[src/include/pifr_pkg.sv]
package pifr_pkg;

	// ----------------------------------------------------------------
	// Bus and register geometry
	// ----------------------------------------------------------------
	localparam int          PIFR_DATA_W   = 32;
	localparam int          PIFR_ADDR_W   = 14;
	localparam int          PIFR_IDX_W    = 12;
	localparam int          PIFR_REG_W    = 8;
	localparam int          PIFR_NUM_REQ  = 4;
	localparam int          PIFR_EVT_W    = PIFR_NUM_REQ * PIFR_REG_W;
	localparam int          PIFR_STAT_W   = 8;

	// Register indices; byte address is four times the index
	localparam logic [11:0] PIFR_IDX_REQ5       = 12'h4b8;
	localparam logic [11:0] PIFR_IDX_REQ6       = 12'h4b9;
	localparam logic [11:0] PIFR_IDX_REQ7       = 12'h4ba;
	localparam logic [11:0] PIFR_IDX_REQ8       = 12'h4bb;
	localparam logic [11:0] PIFR_IDX_EVT_STATUS = 12'h4c0;
	localparam logic [11:0] PIFR_IDX_EVT_MASK   = 12'h4c1;
	localparam logic [1:0]  PIFR_WORD_LSB       = 2'h0;

	// Slots of the request bank, slot 0 is request register 5
	localparam int          PIFR_SLOT_REQ5 = 0;
	localparam int          PIFR_SLOT_REQ6 = 1;
	localparam int          PIFR_SLOT_REQ7 = 2;
	localparam int          PIFR_SLOT_REQ8 = 3;

	// Software-writable, hardware-set bits of each register
	localparam logic [3:0][7:0] PIFR_RW_MASK = {8'ha0, 8'h60, 8'hfd, 8'h70};
	// Read-only mirror bits of each register
	localparam logic [3:0][7:0] PIFR_RO_MASK = {8'h0f, 8'h8f, 8'h00, 8'h87};

	// ----------------------------------------------------------------
	// Reset values
	// ----------------------------------------------------------------
	localparam logic [7:0]  PIFR_REQ_RESET  = 8'h00;
	localparam logic [31:0] PIFR_EVT_RESET  = 32'h0000_0000;
	localparam logic [31:0] PIFR_MASK_RESET = 32'h0000_0000;
	localparam logic [31:0] PIFR_RDATA_ZERO = 32'h0000_0000;

	// ----------------------------------------------------------------
	// Bit positions, request register 5
	// ----------------------------------------------------------------
	localparam int PIFR_R5_PWM2_PARAM  = 7;
	localparam int PIFR_R5_PWM2_PERIOD = 6;
	localparam int PIFR_R5_CELL2       = 5;
	localparam int PIFR_R5_CMP2        = 4;
	localparam int PIFR_R5_SP2_SUM     = 2;
	localparam int PIFR_R5_SP2_TX      = 1;
	localparam int PIFR_R5_SP2_RX      = 0;

	// Request register 6
	localparam int PIFR_R6_DMA2_ABORT  = 7;
	localparam int PIFR_R6_DMA2_OVRUN  = 6;
	localparam int PIFR_R6_DMA2_DCNT   = 5;
	localparam int PIFR_R6_DMA2_SCNT   = 4;
	localparam int PIFR_R6_OSC1        = 3;
	localparam int PIFR_R6_WAVE1       = 2;
	localparam int PIFR_R6_EXT1        = 0;

	// Request register 7
	localparam int PIFR_R7_PWM3_PARAM  = 7;
	localparam int PIFR_R7_PWM3_PERIOD = 6;
	localparam int PIFR_R7_CELL3       = 5;
	localparam int PIFR_R7_TW1_ERR     = 3;
	localparam int PIFR_R7_TW1_GEN     = 2;
	localparam int PIFR_R7_TW1_TX      = 1;
	localparam int PIFR_R7_TW1_RX      = 0;

	// Request register 8
	localparam int PIFR_R8_SCAN        = 7;
	localparam int PIFR_R8_CELL4       = 5;
	localparam int PIFR_R8_AS2_SUM     = 3;
	localparam int PIFR_R8_AS2_FRAME   = 2;
	localparam int PIFR_R8_AS2_TX      = 1;
	localparam int PIFR_R8_AS2_RX      = 0;

endpackage : pifr_pkg

[src/core/pifr_regs.sv]
// Notes on behaviour
// - Hardware sets each flag on its event, regardless of any enable.
// - Writable hardware-set flags stay one until software writes zero.
// - Pulse unit 2 parameter flag is read-only OR of its status register.
// - Serial peripheral 2 summary flag is read-only OR of its flag register.
// - Serial peripheral 2 transmit and receive flags ignore writes, mirror buffer state.
// - Pulse unit 3 parameter flag is read-only OR of its status register.
// - Two-wire 1 error flag is read-only OR of its error register.
// - Two-wire 1 general flag is read-only OR of its protocol register.
// - Two-wire 1 transmit/receive flags are read-only; unit's buffer clear drops them.
// - Request 5 layout: pulse2 param, period, cell2, comparator2, serial2 summary/tx/rx.
// - Request 6 layout: DMA2 four flags, osc1, wavegen1, bit1 unused, ext1.
// - Request 7 layout: pulse3 param, period, cell3, bit4 unused, two-wire1 flags.
// - Request 8 layout: scanner, cell4, bits 6 and 4 unused, async2 flags.
// - Async unit 2 flags in request 8 are read-only, set by that unit.
// - Async 2 summary and framing flags clear when their unit registers clear.
// - Async 2 transmit and receive flags reject register writes.
// - Request register 5 sits at index 0x4b8, just below register 6.
`timescale 1ns/1ps
`default_nettype none

module pifr_regs #(
	parameter int STAT_W = pifr_pkg::PIFR_STAT_W
) (
	input  wire logic                             pclk,
	input  wire logic                             presetn,
	// APB slave
	input  wire logic                             psel,
	input  wire logic                             penable,
	input  wire logic                             pwrite,
	input  wire logic [pifr_pkg::PIFR_ADDR_W-1:0] paddr,
	input  wire logic [pifr_pkg::PIFR_DATA_W-1:0] pwdata,
	output logic      [pifr_pkg::PIFR_DATA_W-1:0] prdata,
	output logic                                  pready,
	output logic                                  pslverr,
	// Event pulses for request register 5
	input  wire logic                             pulse_unit2_period_set,
	input  wire logic                             logic_cell2_set,
	input  wire logic                             comparator2_set,
	// Level sources for request register 5
	input  wire logic [STAT_W-1:0]                pulse_unit2_irq_status,
	input  wire logic [STAT_W-1:0]                sp_unit2_irq_status,
	input  wire logic                             sp_unit2_tx_level,
	input  wire logic                             sp_unit2_rx_level,
	// Event pulses for request register 6
	input  wire logic                             dma_ch2_abort_set,
	input  wire logic                             dma_ch2_overrun_set,
	input  wire logic                             dma_ch2_dest_count_set,
	input  wire logic                             dma_ch2_src_count_set,
	input  wire logic                             osc_unit1_set,
	input  wire logic                             waveform_gen1_set,
	input  wire logic                             ext_irq1_set,
	// Request register 7 sources
	input  wire logic                             pulse_unit3_period_set,
	input  wire logic                             logic_cell3_set,
	input  wire logic [STAT_W-1:0]                pulse_unit3_irq_status,
	input  wire logic [STAT_W-1:0]                tw_unit1_error_reg,
	input  wire logic [STAT_W-1:0]                tw_unit1_protocol_irq_reg,
	input  wire logic                             tw_unit1_tx_level,
	input  wire logic                             tw_unit1_rx_level,
	// Request register 8 sources
	input  wire logic                             mem_scanner_set,
	input  wire logic                             logic_cell4_set,
	input  wire logic [STAT_W-1:0]                async_unit2_irq_reg,
	input  wire logic [STAT_W-1:0]                async_unit2_error_reg,
	input  wire logic                             async_unit2_tx_level,
	input  wire logic                             async_unit2_rx_level,
	// Register contents for the vectoring logic
	output logic      [pifr_pkg::PIFR_REG_W-1:0]  irq_request_5,
	output logic      [pifr_pkg::PIFR_REG_W-1:0]  irq_request_6,
	output logic      [pifr_pkg::PIFR_REG_W-1:0]  irq_request_7,
	output logic      [pifr_pkg::PIFR_REG_W-1:0]  irq_request_8,
	output logic                                  irq
);
	import pifr_pkg::*;

	// ----------------------------------------------------------------
	// Declarations
	// ----------------------------------------------------------------
	logic [3:0][7:0] hs_set;       // Hardware set pulses per slot
	logic [3:0][7:0] ro_src;       // Read-only mirror sources per slot
	logic [3:0][7:0] rw_q;         // Sticky flag outputs
	logic [3:0][7:0] ro_q;         // Registered mirrors
	logic [3:0][7:0] next_ro_q;
	logic [3:0][7:0] flags;        // Combined register view
	logic [3:0][7:0] flags_q;      // Previous view, for edge detect
	logic [3:0]      req_wr;       // Write strobe per slot
	logic [31:0]     evt_status;
	logic [31:0]     evt_mask;
	logic [31:0]     next_evt_status;
	logic [31:0]     next_evt_mask;
	logic [31:0]     flag_rise;
	logic [31:0]     next_prdata;
	logic            setup_ph;
	logic            access_ph;
	logic            wr_acc;
	logic            addr_hit;
	logic [3:0]      rd_slot;      // Request slot under the read address

	// ----------------------------------------------------------------
	// Address decode
	// ----------------------------------------------------------------

	// Byte address of a register index
	function automatic logic [PIFR_ADDR_W-1:0] byte_addr(input logic [11:0] idx);
		byte_addr = {idx, PIFR_WORD_LSB};
	endfunction : byte_addr

	// Slot of a request register, one-hot, zero if none
	function automatic logic [3:0] req_slot(input logic [PIFR_ADDR_W-1:0] a);
		req_slot = 4'h0;
		if (a == byte_addr(PIFR_IDX_REQ5)) begin
			req_slot[PIFR_SLOT_REQ5] = 1'b1;
		end
		if (a == byte_addr(PIFR_IDX_REQ6)) begin
			req_slot[PIFR_SLOT_REQ6] = 1'b1;
		end
		if (a == byte_addr(PIFR_IDX_REQ7)) begin
			req_slot[PIFR_SLOT_REQ7] = 1'b1;
		end
		if (a == byte_addr(PIFR_IDX_REQ8)) begin
			req_slot[PIFR_SLOT_REQ8] = 1'b1;
		end
	endfunction : req_slot

	// Any mapped register
	function automatic logic is_mapped(input logic [PIFR_ADDR_W-1:0] a);
		is_mapped = (|req_slot(a))
			|| (a == byte_addr(PIFR_IDX_EVT_STATUS))
			|| (a == byte_addr(PIFR_IDX_EVT_MASK));
	endfunction : is_mapped

	// Bus phases and zero-wait answer
	assign setup_ph  = psel & ~penable;
	assign access_ph = psel & penable;
	assign addr_hit  = is_mapped(paddr);
	assign wr_acc    = access_ph & pwrite;
	assign pready    = access_ph;
	assign pslverr   = access_ph & ~addr_hit;
	assign req_wr    = wr_acc ? req_slot(paddr) : 4'h0;
	assign rd_slot   = req_slot(paddr);

	// ----------------------------------------------------------------
	// Hardware set pulses
	// ----------------------------------------------------------------

	// Pulses routed to their bit positions
	always_comb begin
		hs_set = '0;
		hs_set[PIFR_SLOT_REQ5][PIFR_R5_PWM2_PERIOD] = pulse_unit2_period_set;
		hs_set[PIFR_SLOT_REQ5][PIFR_R5_CELL2]       = logic_cell2_set;
		hs_set[PIFR_SLOT_REQ5][PIFR_R5_CMP2]        = comparator2_set;
		hs_set[PIFR_SLOT_REQ6][PIFR_R6_DMA2_ABORT]  = dma_ch2_abort_set;
		hs_set[PIFR_SLOT_REQ6][PIFR_R6_DMA2_OVRUN]  = dma_ch2_overrun_set;
		hs_set[PIFR_SLOT_REQ6][PIFR_R6_DMA2_DCNT]   = dma_ch2_dest_count_set;
		hs_set[PIFR_SLOT_REQ6][PIFR_R6_DMA2_SCNT]   = dma_ch2_src_count_set;
		hs_set[PIFR_SLOT_REQ6][PIFR_R6_OSC1]        = osc_unit1_set;
		hs_set[PIFR_SLOT_REQ6][PIFR_R6_WAVE1]       = waveform_gen1_set;
		hs_set[PIFR_SLOT_REQ6][PIFR_R6_EXT1]        = ext_irq1_set;
		hs_set[PIFR_SLOT_REQ7][PIFR_R7_PWM3_PERIOD] = pulse_unit3_period_set;
		hs_set[PIFR_SLOT_REQ7][PIFR_R7_CELL3]       = logic_cell3_set;
		hs_set[PIFR_SLOT_REQ8][PIFR_R8_SCAN]        = mem_scanner_set;
		hs_set[PIFR_SLOT_REQ8][PIFR_R8_CELL4]       = logic_cell4_set;
	end

	// ----------------------------------------------------------------
	// Read-only mirror sources
	// ----------------------------------------------------------------

	// Summaries and buffer levels from the peripherals
	always_comb begin
		ro_src = '0;
		ro_src[PIFR_SLOT_REQ5][PIFR_R5_PWM2_PARAM] = |pulse_unit2_irq_status;
		ro_src[PIFR_SLOT_REQ5][PIFR_R5_SP2_SUM]    = |sp_unit2_irq_status;
		ro_src[PIFR_SLOT_REQ5][PIFR_R5_SP2_TX]     = sp_unit2_tx_level;
		ro_src[PIFR_SLOT_REQ5][PIFR_R5_SP2_RX]     = sp_unit2_rx_level;
		ro_src[PIFR_SLOT_REQ7][PIFR_R7_PWM3_PARAM] = |pulse_unit3_irq_status;
		ro_src[PIFR_SLOT_REQ7][PIFR_R7_TW1_ERR]    = |tw_unit1_error_reg;
		ro_src[PIFR_SLOT_REQ7][PIFR_R7_TW1_GEN]    = |tw_unit1_protocol_irq_reg;
		ro_src[PIFR_SLOT_REQ7][PIFR_R7_TW1_TX]     = tw_unit1_tx_level;
		ro_src[PIFR_SLOT_REQ7][PIFR_R7_TW1_RX]     = tw_unit1_rx_level;
		ro_src[PIFR_SLOT_REQ8][PIFR_R8_AS2_SUM]    = |async_unit2_irq_reg;
		ro_src[PIFR_SLOT_REQ8][PIFR_R8_AS2_FRAME]  = |async_unit2_error_reg;
		ro_src[PIFR_SLOT_REQ8][PIFR_R8_AS2_TX]     = async_unit2_tx_level;
		ro_src[PIFR_SLOT_REQ8][PIFR_R8_AS2_RX]     = async_unit2_rx_level;
	end

	// Mirrors follow their source only; bus writes never reach them
	always_comb begin
		for (int r = 0; r < PIFR_NUM_REQ; r++) begin
			next_ro_q[r] = ro_src[r] & PIFR_RO_MASK[r];
		end
	end

	// Mirror storage
	always_ff @(posedge pclk or negedge presetn) begin
		if (!presetn) begin
			for (int r = 0; r < PIFR_NUM_REQ; r++) begin
				ro_q[r] <= PIFR_REQ_RESET;
			end
		end else begin
			ro_q <= next_ro_q;
		end
	end

	// ----------------------------------------------------------------
	// Sticky flags
	// ----------------------------------------------------------------

	// One sticky flag per writable bit, unused bits held at zero
	for (genvar r = 0; r < PIFR_NUM_REQ; r++) begin : g_reg
		for (genvar b = 0; b < PIFR_REG_W; b++) begin : g_bit
			if (PIFR_RW_MASK[r][b]) begin : g_rw
				pifr_sticky_flag u_flag (
					.pclk    (pclk),
					.presetn (presetn),
					.hw_set  (hs_set[r][b]),
					.sw_wr   (req_wr[r]),
					.sw_data (pwdata[b]),
					.flag    (rw_q[r][b])
				);
			end else begin : g_ro
				assign rw_q[r][b] = 1'b0;
			end
		end
	end

	// Combined view of the four request registers
	assign flags         = rw_q | ro_q;
	assign irq_request_5 = flags[PIFR_SLOT_REQ5];
	assign irq_request_6 = flags[PIFR_SLOT_REQ6];
	assign irq_request_7 = flags[PIFR_SLOT_REQ7];
	assign irq_request_8 = flags[PIFR_SLOT_REQ8];

	// ----------------------------------------------------------------
	// Event status and mask
	// ----------------------------------------------------------------

	// Any flag rising from zero to one
	assign flag_rise = flags & ~flags_q;

	// Status bits are write-one-to-clear; a new rise wins
	always_comb begin
		next_evt_status = evt_status;
		next_evt_mask   = evt_mask;
		if (wr_acc && (paddr == byte_addr(PIFR_IDX_EVT_STATUS))) begin
			next_evt_status = evt_status & ~pwdata;
		end
		if (wr_acc && (paddr == byte_addr(PIFR_IDX_EVT_MASK))) begin
			next_evt_mask = pwdata;
		end
		next_evt_status = next_evt_status | flag_rise;
	end

	// Status, mask and edge history storage
	always_ff @(posedge pclk or negedge presetn) begin
		if (!presetn) begin
			evt_status <= PIFR_EVT_RESET;
			evt_mask   <= PIFR_MASK_RESET;
			flags_q    <= PIFR_EVT_RESET;
		end else begin
			evt_status <= next_evt_status;
			evt_mask   <= next_evt_mask;
			flags_q    <= flags;
		end
	end

	// Level interrupt from unmasked status
	assign irq = |(evt_status & evt_mask);

	// ----------------------------------------------------------------
	// Read data
	// ----------------------------------------------------------------

	// Read word captured in the setup phase, held through access
	always_comb begin
		next_prdata = prdata;
		if (setup_ph) begin
			next_prdata = PIFR_RDATA_ZERO;
			for (int r = 0; r < PIFR_NUM_REQ; r++) begin
				if (rd_slot[r]) begin
					next_prdata[PIFR_REG_W-1:0] = flags[r];
				end
			end
			if (paddr == byte_addr(PIFR_IDX_EVT_STATUS)) begin
				next_prdata = evt_status;
			end
			if (paddr == byte_addr(PIFR_IDX_EVT_MASK)) begin
				next_prdata = evt_mask;
			end
		end
	end

	// Read data register
	always_ff @(posedge pclk or negedge presetn) begin
		if (!presetn) begin
			prdata <= PIFR_RDATA_ZERO;
		end else begin
			prdata <= next_prdata;
		end
	end

endmodule : pifr_regs

`default_nettype wire

[src/core/pifr_sticky_flag.sv]
`timescale 1ns/1ps
`default_nettype none

// One hardware-set, software-written flag
module pifr_sticky_flag (
	input  wire logic pclk,
	input  wire logic presetn,
	input  wire logic hw_set,
	input  wire logic sw_wr,
	input  wire logic sw_data,
	output logic      flag
);

	logic next_flag;

	// ----------------------------------------------------------------
	// Flag update
	// ----------------------------------------------------------------

	// Hardware set wins over a software write of zero
	always_comb begin
		next_flag = flag;
		if (sw_wr) begin
			next_flag = sw_data;
		end
		if (hw_set) begin
			next_flag = 1'b1;
		end
	end

	// Flag storage
	always_ff @(posedge pclk or negedge presetn) begin
		if (!presetn) begin
			flag <= 1'b0;
		end else begin
			flag <= next_flag;
		end
	end

endmodule : pifr_sticky_flag

`default_nettype wire

[config.mk]
export PLATFORM = sky130hd
export DESIGN_NAME = pifr_regs
export DESIGN_NICKNAME = d
export VERILOG_FILES = /design/src/include/pifr_pkg.sv /design/src/core/pifr_regs.sv /design/src/core/pifr_sticky_flag.sv
export SDC_FILE = /design/constraint.sdc
export NUM_CORES = 1
export LEC_CHECK = 0
export BUFFER_PORTS_ARGS = -buffer_cell sky130_fd_sc_hd__buf_2
export CAP_MARGIN = 20
export CORE_MARGIN = 2
export CORE_UTILIZATION = 25
export DETAILED_ROUTE_END_ITERATION = 8
export PLACE_DENSITY = 0.46
export SETUP_SLACK_MARGIN = 0.1
export SLEW_MARGIN = 5
export SYNTH_ARGS = -nofsm -noshare
export SYNTH_HDL_FRONTEND = slang
export SYNTH_SLANG_ARGS = --single-unit
[constraint.sdc]
create_clock -name pclk -period 4.05 [get_ports pclk]
set_clock_uncertainty 0.15 [all_clocks]
set_input_delay 0.2025 -clock pclk [delete_from_list [all_inputs] [get_ports pclk]]
set_output_delay 0.2025 -clock pclk [all_outputs]
set_load 0.02 [all_outputs]
Word-level counts from Yosys, hierarchy flattened
Cells that the tools add are included.
Storage, ports and cells
  output and inout port bits: 67
  word-level logic and storage cells: 110
  register bits: 155
  input port bits: 127
Operators by class
  muxes and demuxes: 40
  bitwise logic cells: 13
  equal/unequal tests: 6
  reduce and logical (&&, ||, !) cells: 27
Operator list (number)
  $and 32x32->32: 3
  $mux 32: 3
  $eq 14x13->1 const B: 6
  $not 32->32: 2
  $reduce_or 8->1: 7
  $mux 1: 32
  $mux 8: 4
  $or 32x28->32: 1
  $or 32x32->32: 1
  $reduce_or 32->1: 1
  $reduce_bool 2->1: 14
  $and 1x1->1: 4
  $mux 4: 1
  $reduce_or 4->1: 1
  $logic_and 1x1->1: 2
  $logic_or 1x1->1: 2
  $not 1->1: 2

Logic depth before layout (Yosys ltp)
  depth after elaboration: 8
  depth in mapped cells: 7
  gate-level depth less buffers: 4

Hierarchy
From an unflattened synthesis, not the netlist that was laid out.
Second synthesis, totals
  cells, all modules: 544
  area total of the unflattened synthesis: 6336.1 µm²
By module, submodules not included
  pifr_regs: seq. area each 3403.3 µm², area each 5775.5 µm², cells each 502, times used 1
  pifr_sticky_flag: seq. area each 25.0 µm², area each 40.0 µm², cells each 3, times used 14

Worst setup path after synthesis
No wires, ideal clock.
  path type: input to register
  start: input paddr[4] (netlist name)
  end: register prdata[7] (netlist name)
  buffers on the path: 2
  required time: 3.771 ns
  path slack: 1.961 ns
  stages: 6
  arrival: 1.810 ns
  library setup time: 0.129 ns
  cell sequence: or4b_1 -> clkbuf_2 -> or4_1 -> clkbuf_2 -> o31ai_1 -> a21oi_1
On the way
  cells in the longest elaborated chain, start to end: 8
  elaborated cells between the ends (all ways): 16
  those cells by class: eq/ne (6); mux (10)
RTL lines
  start, declared: RTL line pifr_regs.sv:31  | input wire logic [pifr_pkg::PIFR_ADDR_W-1:0] paddr,
  $eq 14x13->1: RTL line pifr_regs.sv:112  | if (a == byte_addr(PIFR_IDX_REQ5)) begin
  $mux 1: RTL line pifr_regs.sv:112
  $mux 8 (4 in a row): RTL line pifr_regs.sv:281  | if (rd_slot[r]) begin
  $mux 32: RTL line pifr_regs.sv:285  | if (paddr == byte_addr(PIFR_IDX_EVT_STATUS)) begin
  $mux 32 (*): RTL line pifr_regs.sv:288  | if (paddr == byte_addr(PIFR_IDX_EVT_MASK)) begin
  end signal, assigned: RTL line pifr_regs.sv:299  | prdata <= next_prdata;
  end, declared: RTL line pifr_regs.sv:33  | output logic [pifr_pkg::PIFR_DATA_W-1:0] prdata,
Every way passes the cells marked *; elsewhere a longest branch is shown, timed or not.
A chain may end at the register's enable or synchronous reset.

Final worst setup path
  start: register evt_mask[21]
  end: output irq
On the way
  cells in the longest elaborated chain, start to end: 2
RTL lines
  start, declared: RTL line pifr_regs.sv:89  | logic [31:0] evt_mask;
  start signal, assigned: RTL line pifr_regs.sv:263  | evt_mask <= next_evt_mask;
  $and 32x32->32: RTL line pifr_regs.sv:269  | assign irq = |(evt_status & evt_mask);
  $reduce_or 32->1: RTL line pifr_regs.sv:269
  end, declared: RTL line pifr_regs.sv:73  | output logic irq
No other way between the ends.

==> summary.md <==
| Metric | Value |
|---|---|
| Max Transition Viols Final | 0 |
| Fin Setup TNS | 0 ps |
| Grt total ovfl | 0 |
| Rel. slew slack | 46.7% |
| Synth cell types | 50 |
| Post-synthesis simple-gate area fraction | 16.1% |
| Via count of the routed design | 5647 |
| Vias per Instance | 4.83 |
| Status | completed |
| CP Cell Sequence | a22o_1 > a221oi_1 > nand3_1 > or4_1 > buf_2 |
| CP max stage cell | or4_1 |
| Mapped Cells | 579 |
| Final Cell Area | 9050 um2 |
| Mux cell area share after synthesis | 5.63% |
| Post-Synth XOR/XNOR Area | 0% |
| Post-cts sizing count | 0 |
| WL final | 22900 um |
| Min setup slack post-route | 1270 ps |
| Slowest Stage Delay on Critical Path | 570 ps |
| Placed Area | 7730 um2 |
| RSZ-0062 raised after global routing | false |
| Minimum clock period | 2780 ps |
| TritonCTS clock tree | built |
| Final Core Density | 34.8% |
| Die width | 166 um |
| Delay-heaviest family, CP | simple AND/OR/NAND/NOR gates |
| RD Place Congestion | 0.737 |
| Core Box Area | 26000 um2 |
| Clk pin slew, worst setup/hold paths | 70 ps |
| Final hold violations | 0 |
| First-pass GRT wire length | 34800 um |
| Largest family of logic cells by synthesized area | simple AND/OR/NAND/NOR gates |
| Largest area contributor in the synthesized netlist | dfrtp_1 |
| Power Dens Cells | 386 nW/um2 |
| Fmax | 0.360 GHz |
| Ant diodes | 0 |
| CP Launch Type | flop |
| Mapped Area | 6580 um2 |
| Ys Warns | 0 |
| CP Buf/Inv Count | 1 |
| Period utilisation layout | 68.6% |
| FILL cells | 2678 |
| Die area | 27600 um2 |
| Clk_lat worst skew | 430 ps |
| Number of H-tree levels | 4 |
| Area Overhead vs Synth | 37.6% |
| Critical Path Fanout Max | 3 |
| Post-synthesis sequential area ratio | 57.1% |
| Flip-flop and latch count after synthesis | 150 |
| DRC | 0 |
| Compound-Gate Fraction of Synth Area | 14.7% |
| Crit. End Element | output port |
| Nets | 948 |
| Layout cells sized above 1 | 32.6% |
| Top cells by count, synth | dfrtp_1 (150), nor2_1 (56), nand3_1 (33) |
| Post-synth EDFFs | 0 |
| Largest net degree at the start of global routing | 79 |
| I/O pin total | 194 |
| Total track usage | 16.6% |
| CTS Buf Count | 17 |
| Vias in the first global route | 5708 |
| Pre-CTS setup slack | 1280 ps |
| Worst hold slack | 21.6 ps |
| Count leader, synth | dfrtp_1 |
| Initial DRC Count | 443 |
| Clock buffer depth | 2 |
| Share of async-settable or async-resettable flops after synthesis | 100% |
| Antenna violations before repair | 0 |
| DRT antenna net count | 0 |
| Type of the tightest min-delay check | in2reg |
| Rows | 59 |
| Worst Path Arrival | 2430 ps |
| Post-Synth Adder-Cell Area | 0% |
| HPWL after DPL | 15500 um |
| Clock root buffer | clkbuf_16 |
| Synth area leaders | dfrtp_1 (57%), mux2_2 (5.1%), a221oi_1 (3.7%) |
| Worst Path Required | 3700 ps |
| Main synth FF type | dfrtp_1 |
| Least-Margin Pin Slew | 796 ps |
| Clk sink count | 150 |
| Max VDD drop | 238 uV |
| # setup viols final | 0 |
| Post-synthesis area per instance | 11.4 um2 |
| Top-area cell type share of the netlist area | 57.1% |
| Wire per inst | 19.6 um |
| Pre-antenna DRT Iters | 5 |
| Die Y-Extent | 166 um |
| # port buffers | 188 |
| Max Cap Viol | 0 |
| Leakage | 0.00420 uW |
| Crit path kind | reg2out |
| Initial core utilization | 25.3% |
==> cells in the final DEF (no fill, tap or decap), types with 9 or more instances in the layout <==
cell and n:
nand2_1 13, clkbuf_16 17, dfrtp_1 150, a221oi_1 28, nand2b_1 14, nor4_1 17
nand3_1 33, buf_2 187, inv_1 28, nor2_1 56, a22o_1 25, mux2_2 30
a22oi_1 14, o21ai_0 9, and3_1 10, dlygate4sd3_1 76
==> cells by family (layout without fill, tap and decap cells) <==
kind of cell | after synthesis | after routing
buffers and inverters | 82 | 333
and+or+nand+nor | 188 | 188
muxes | 33 | 33
AOI/OAI and AO/OA | 125 | 125
other | 1 | 5
DFF | 150 | 150
==> what timing repair did <==
item | CTS | global route
hold buffers | 76 | 0
endpoints found under the hold margin | 164 | 0
buffers inserted | 0 | 0
==> power breakdown <==
| group | internal (uW) | switching (uW) | total, uW |
|---|---|---|---|
| clock network | 868 | 682 | 1550 |
| registers | 1550 | 31.6 | 1580 |
| logic | 156 | 209 | 365 |
==> worst reg2reg max path, delay by kind of cell (launching register included) <==
family | cells | cell delay [ps]
AO/OA/AOI/OAI | 2 | 400
flip-flops | 1 | 390
buffers and inverters | 2 | 690
==> worst paths after layout <==
| kind | start | end | slack, ps | depth (start not counted) |
|---|---|---|---|---|
| min | pwdata[6] | evt_status[6] | 20 | 3 |
| min in group asynchronous | presetn | ro_q[7] | 200 | 2 |
| min reg2reg | g_reg[1].g_bit[4].g_rw.u_flag.flag | flags_q[12] | 260 | 0 |
| max | evt_mask[21] | irq | 1270 | 5 |
| max reg2reg | g_reg[1].g_bit[4].g_rw.u_flag.flag | g_reg[1].g_bit[4].g_rw.u_flag.flag | 2290 | 4 |
| max in group asynchronous | presetn | flags_q[21] | 2650 | 3 |
==> stage by stage <==
| stage | total power [uW] | instances |
|---|---|---|
| after floorplan | 1750 | 583 |
| after global placement | 1930 | 1061 |
| after detailed placement | 1930 | 1061 |
| after CTS | 3540 | 1169 |
| after global routing | 3630 | 1169 |
| final | 3490 | 1169 |
==> per-layer routing <==
layer	share of wire (%)	track usage, %	vias up
li1	-	-	2598
met1	44	22.0	2850
met2	49	27.6	179
met3	4.8	3.24	20
met4	2.0	5.10	0
met5	0	0	-
==> flip-flops by register name, indices dropped and copies added, names as in the netlist <==
name / cells
ro_q: 13
evt_status: 32
evt_mask: 32
g.g_bit.g_rw.u_flag.flag: 14
flags_q: 27
prdata: 32
==> final cells by class <==
cell class / instances / area (um2) / share of cell area, %
timing repair buffer: 273 / 1790 / 19.7
inverter: 28 / 105 / 1.16
clock inverter: 13 / 123 / 1.35
multi-input combinational: 351 / 2420 / 26.8
sequential: 150 / 3750 / 41.5
tap: 335 / 419 / 4.63
clock buffer: 19 / 443 / 4.89
Note: power is estimated with default switching activity, not from simulation.
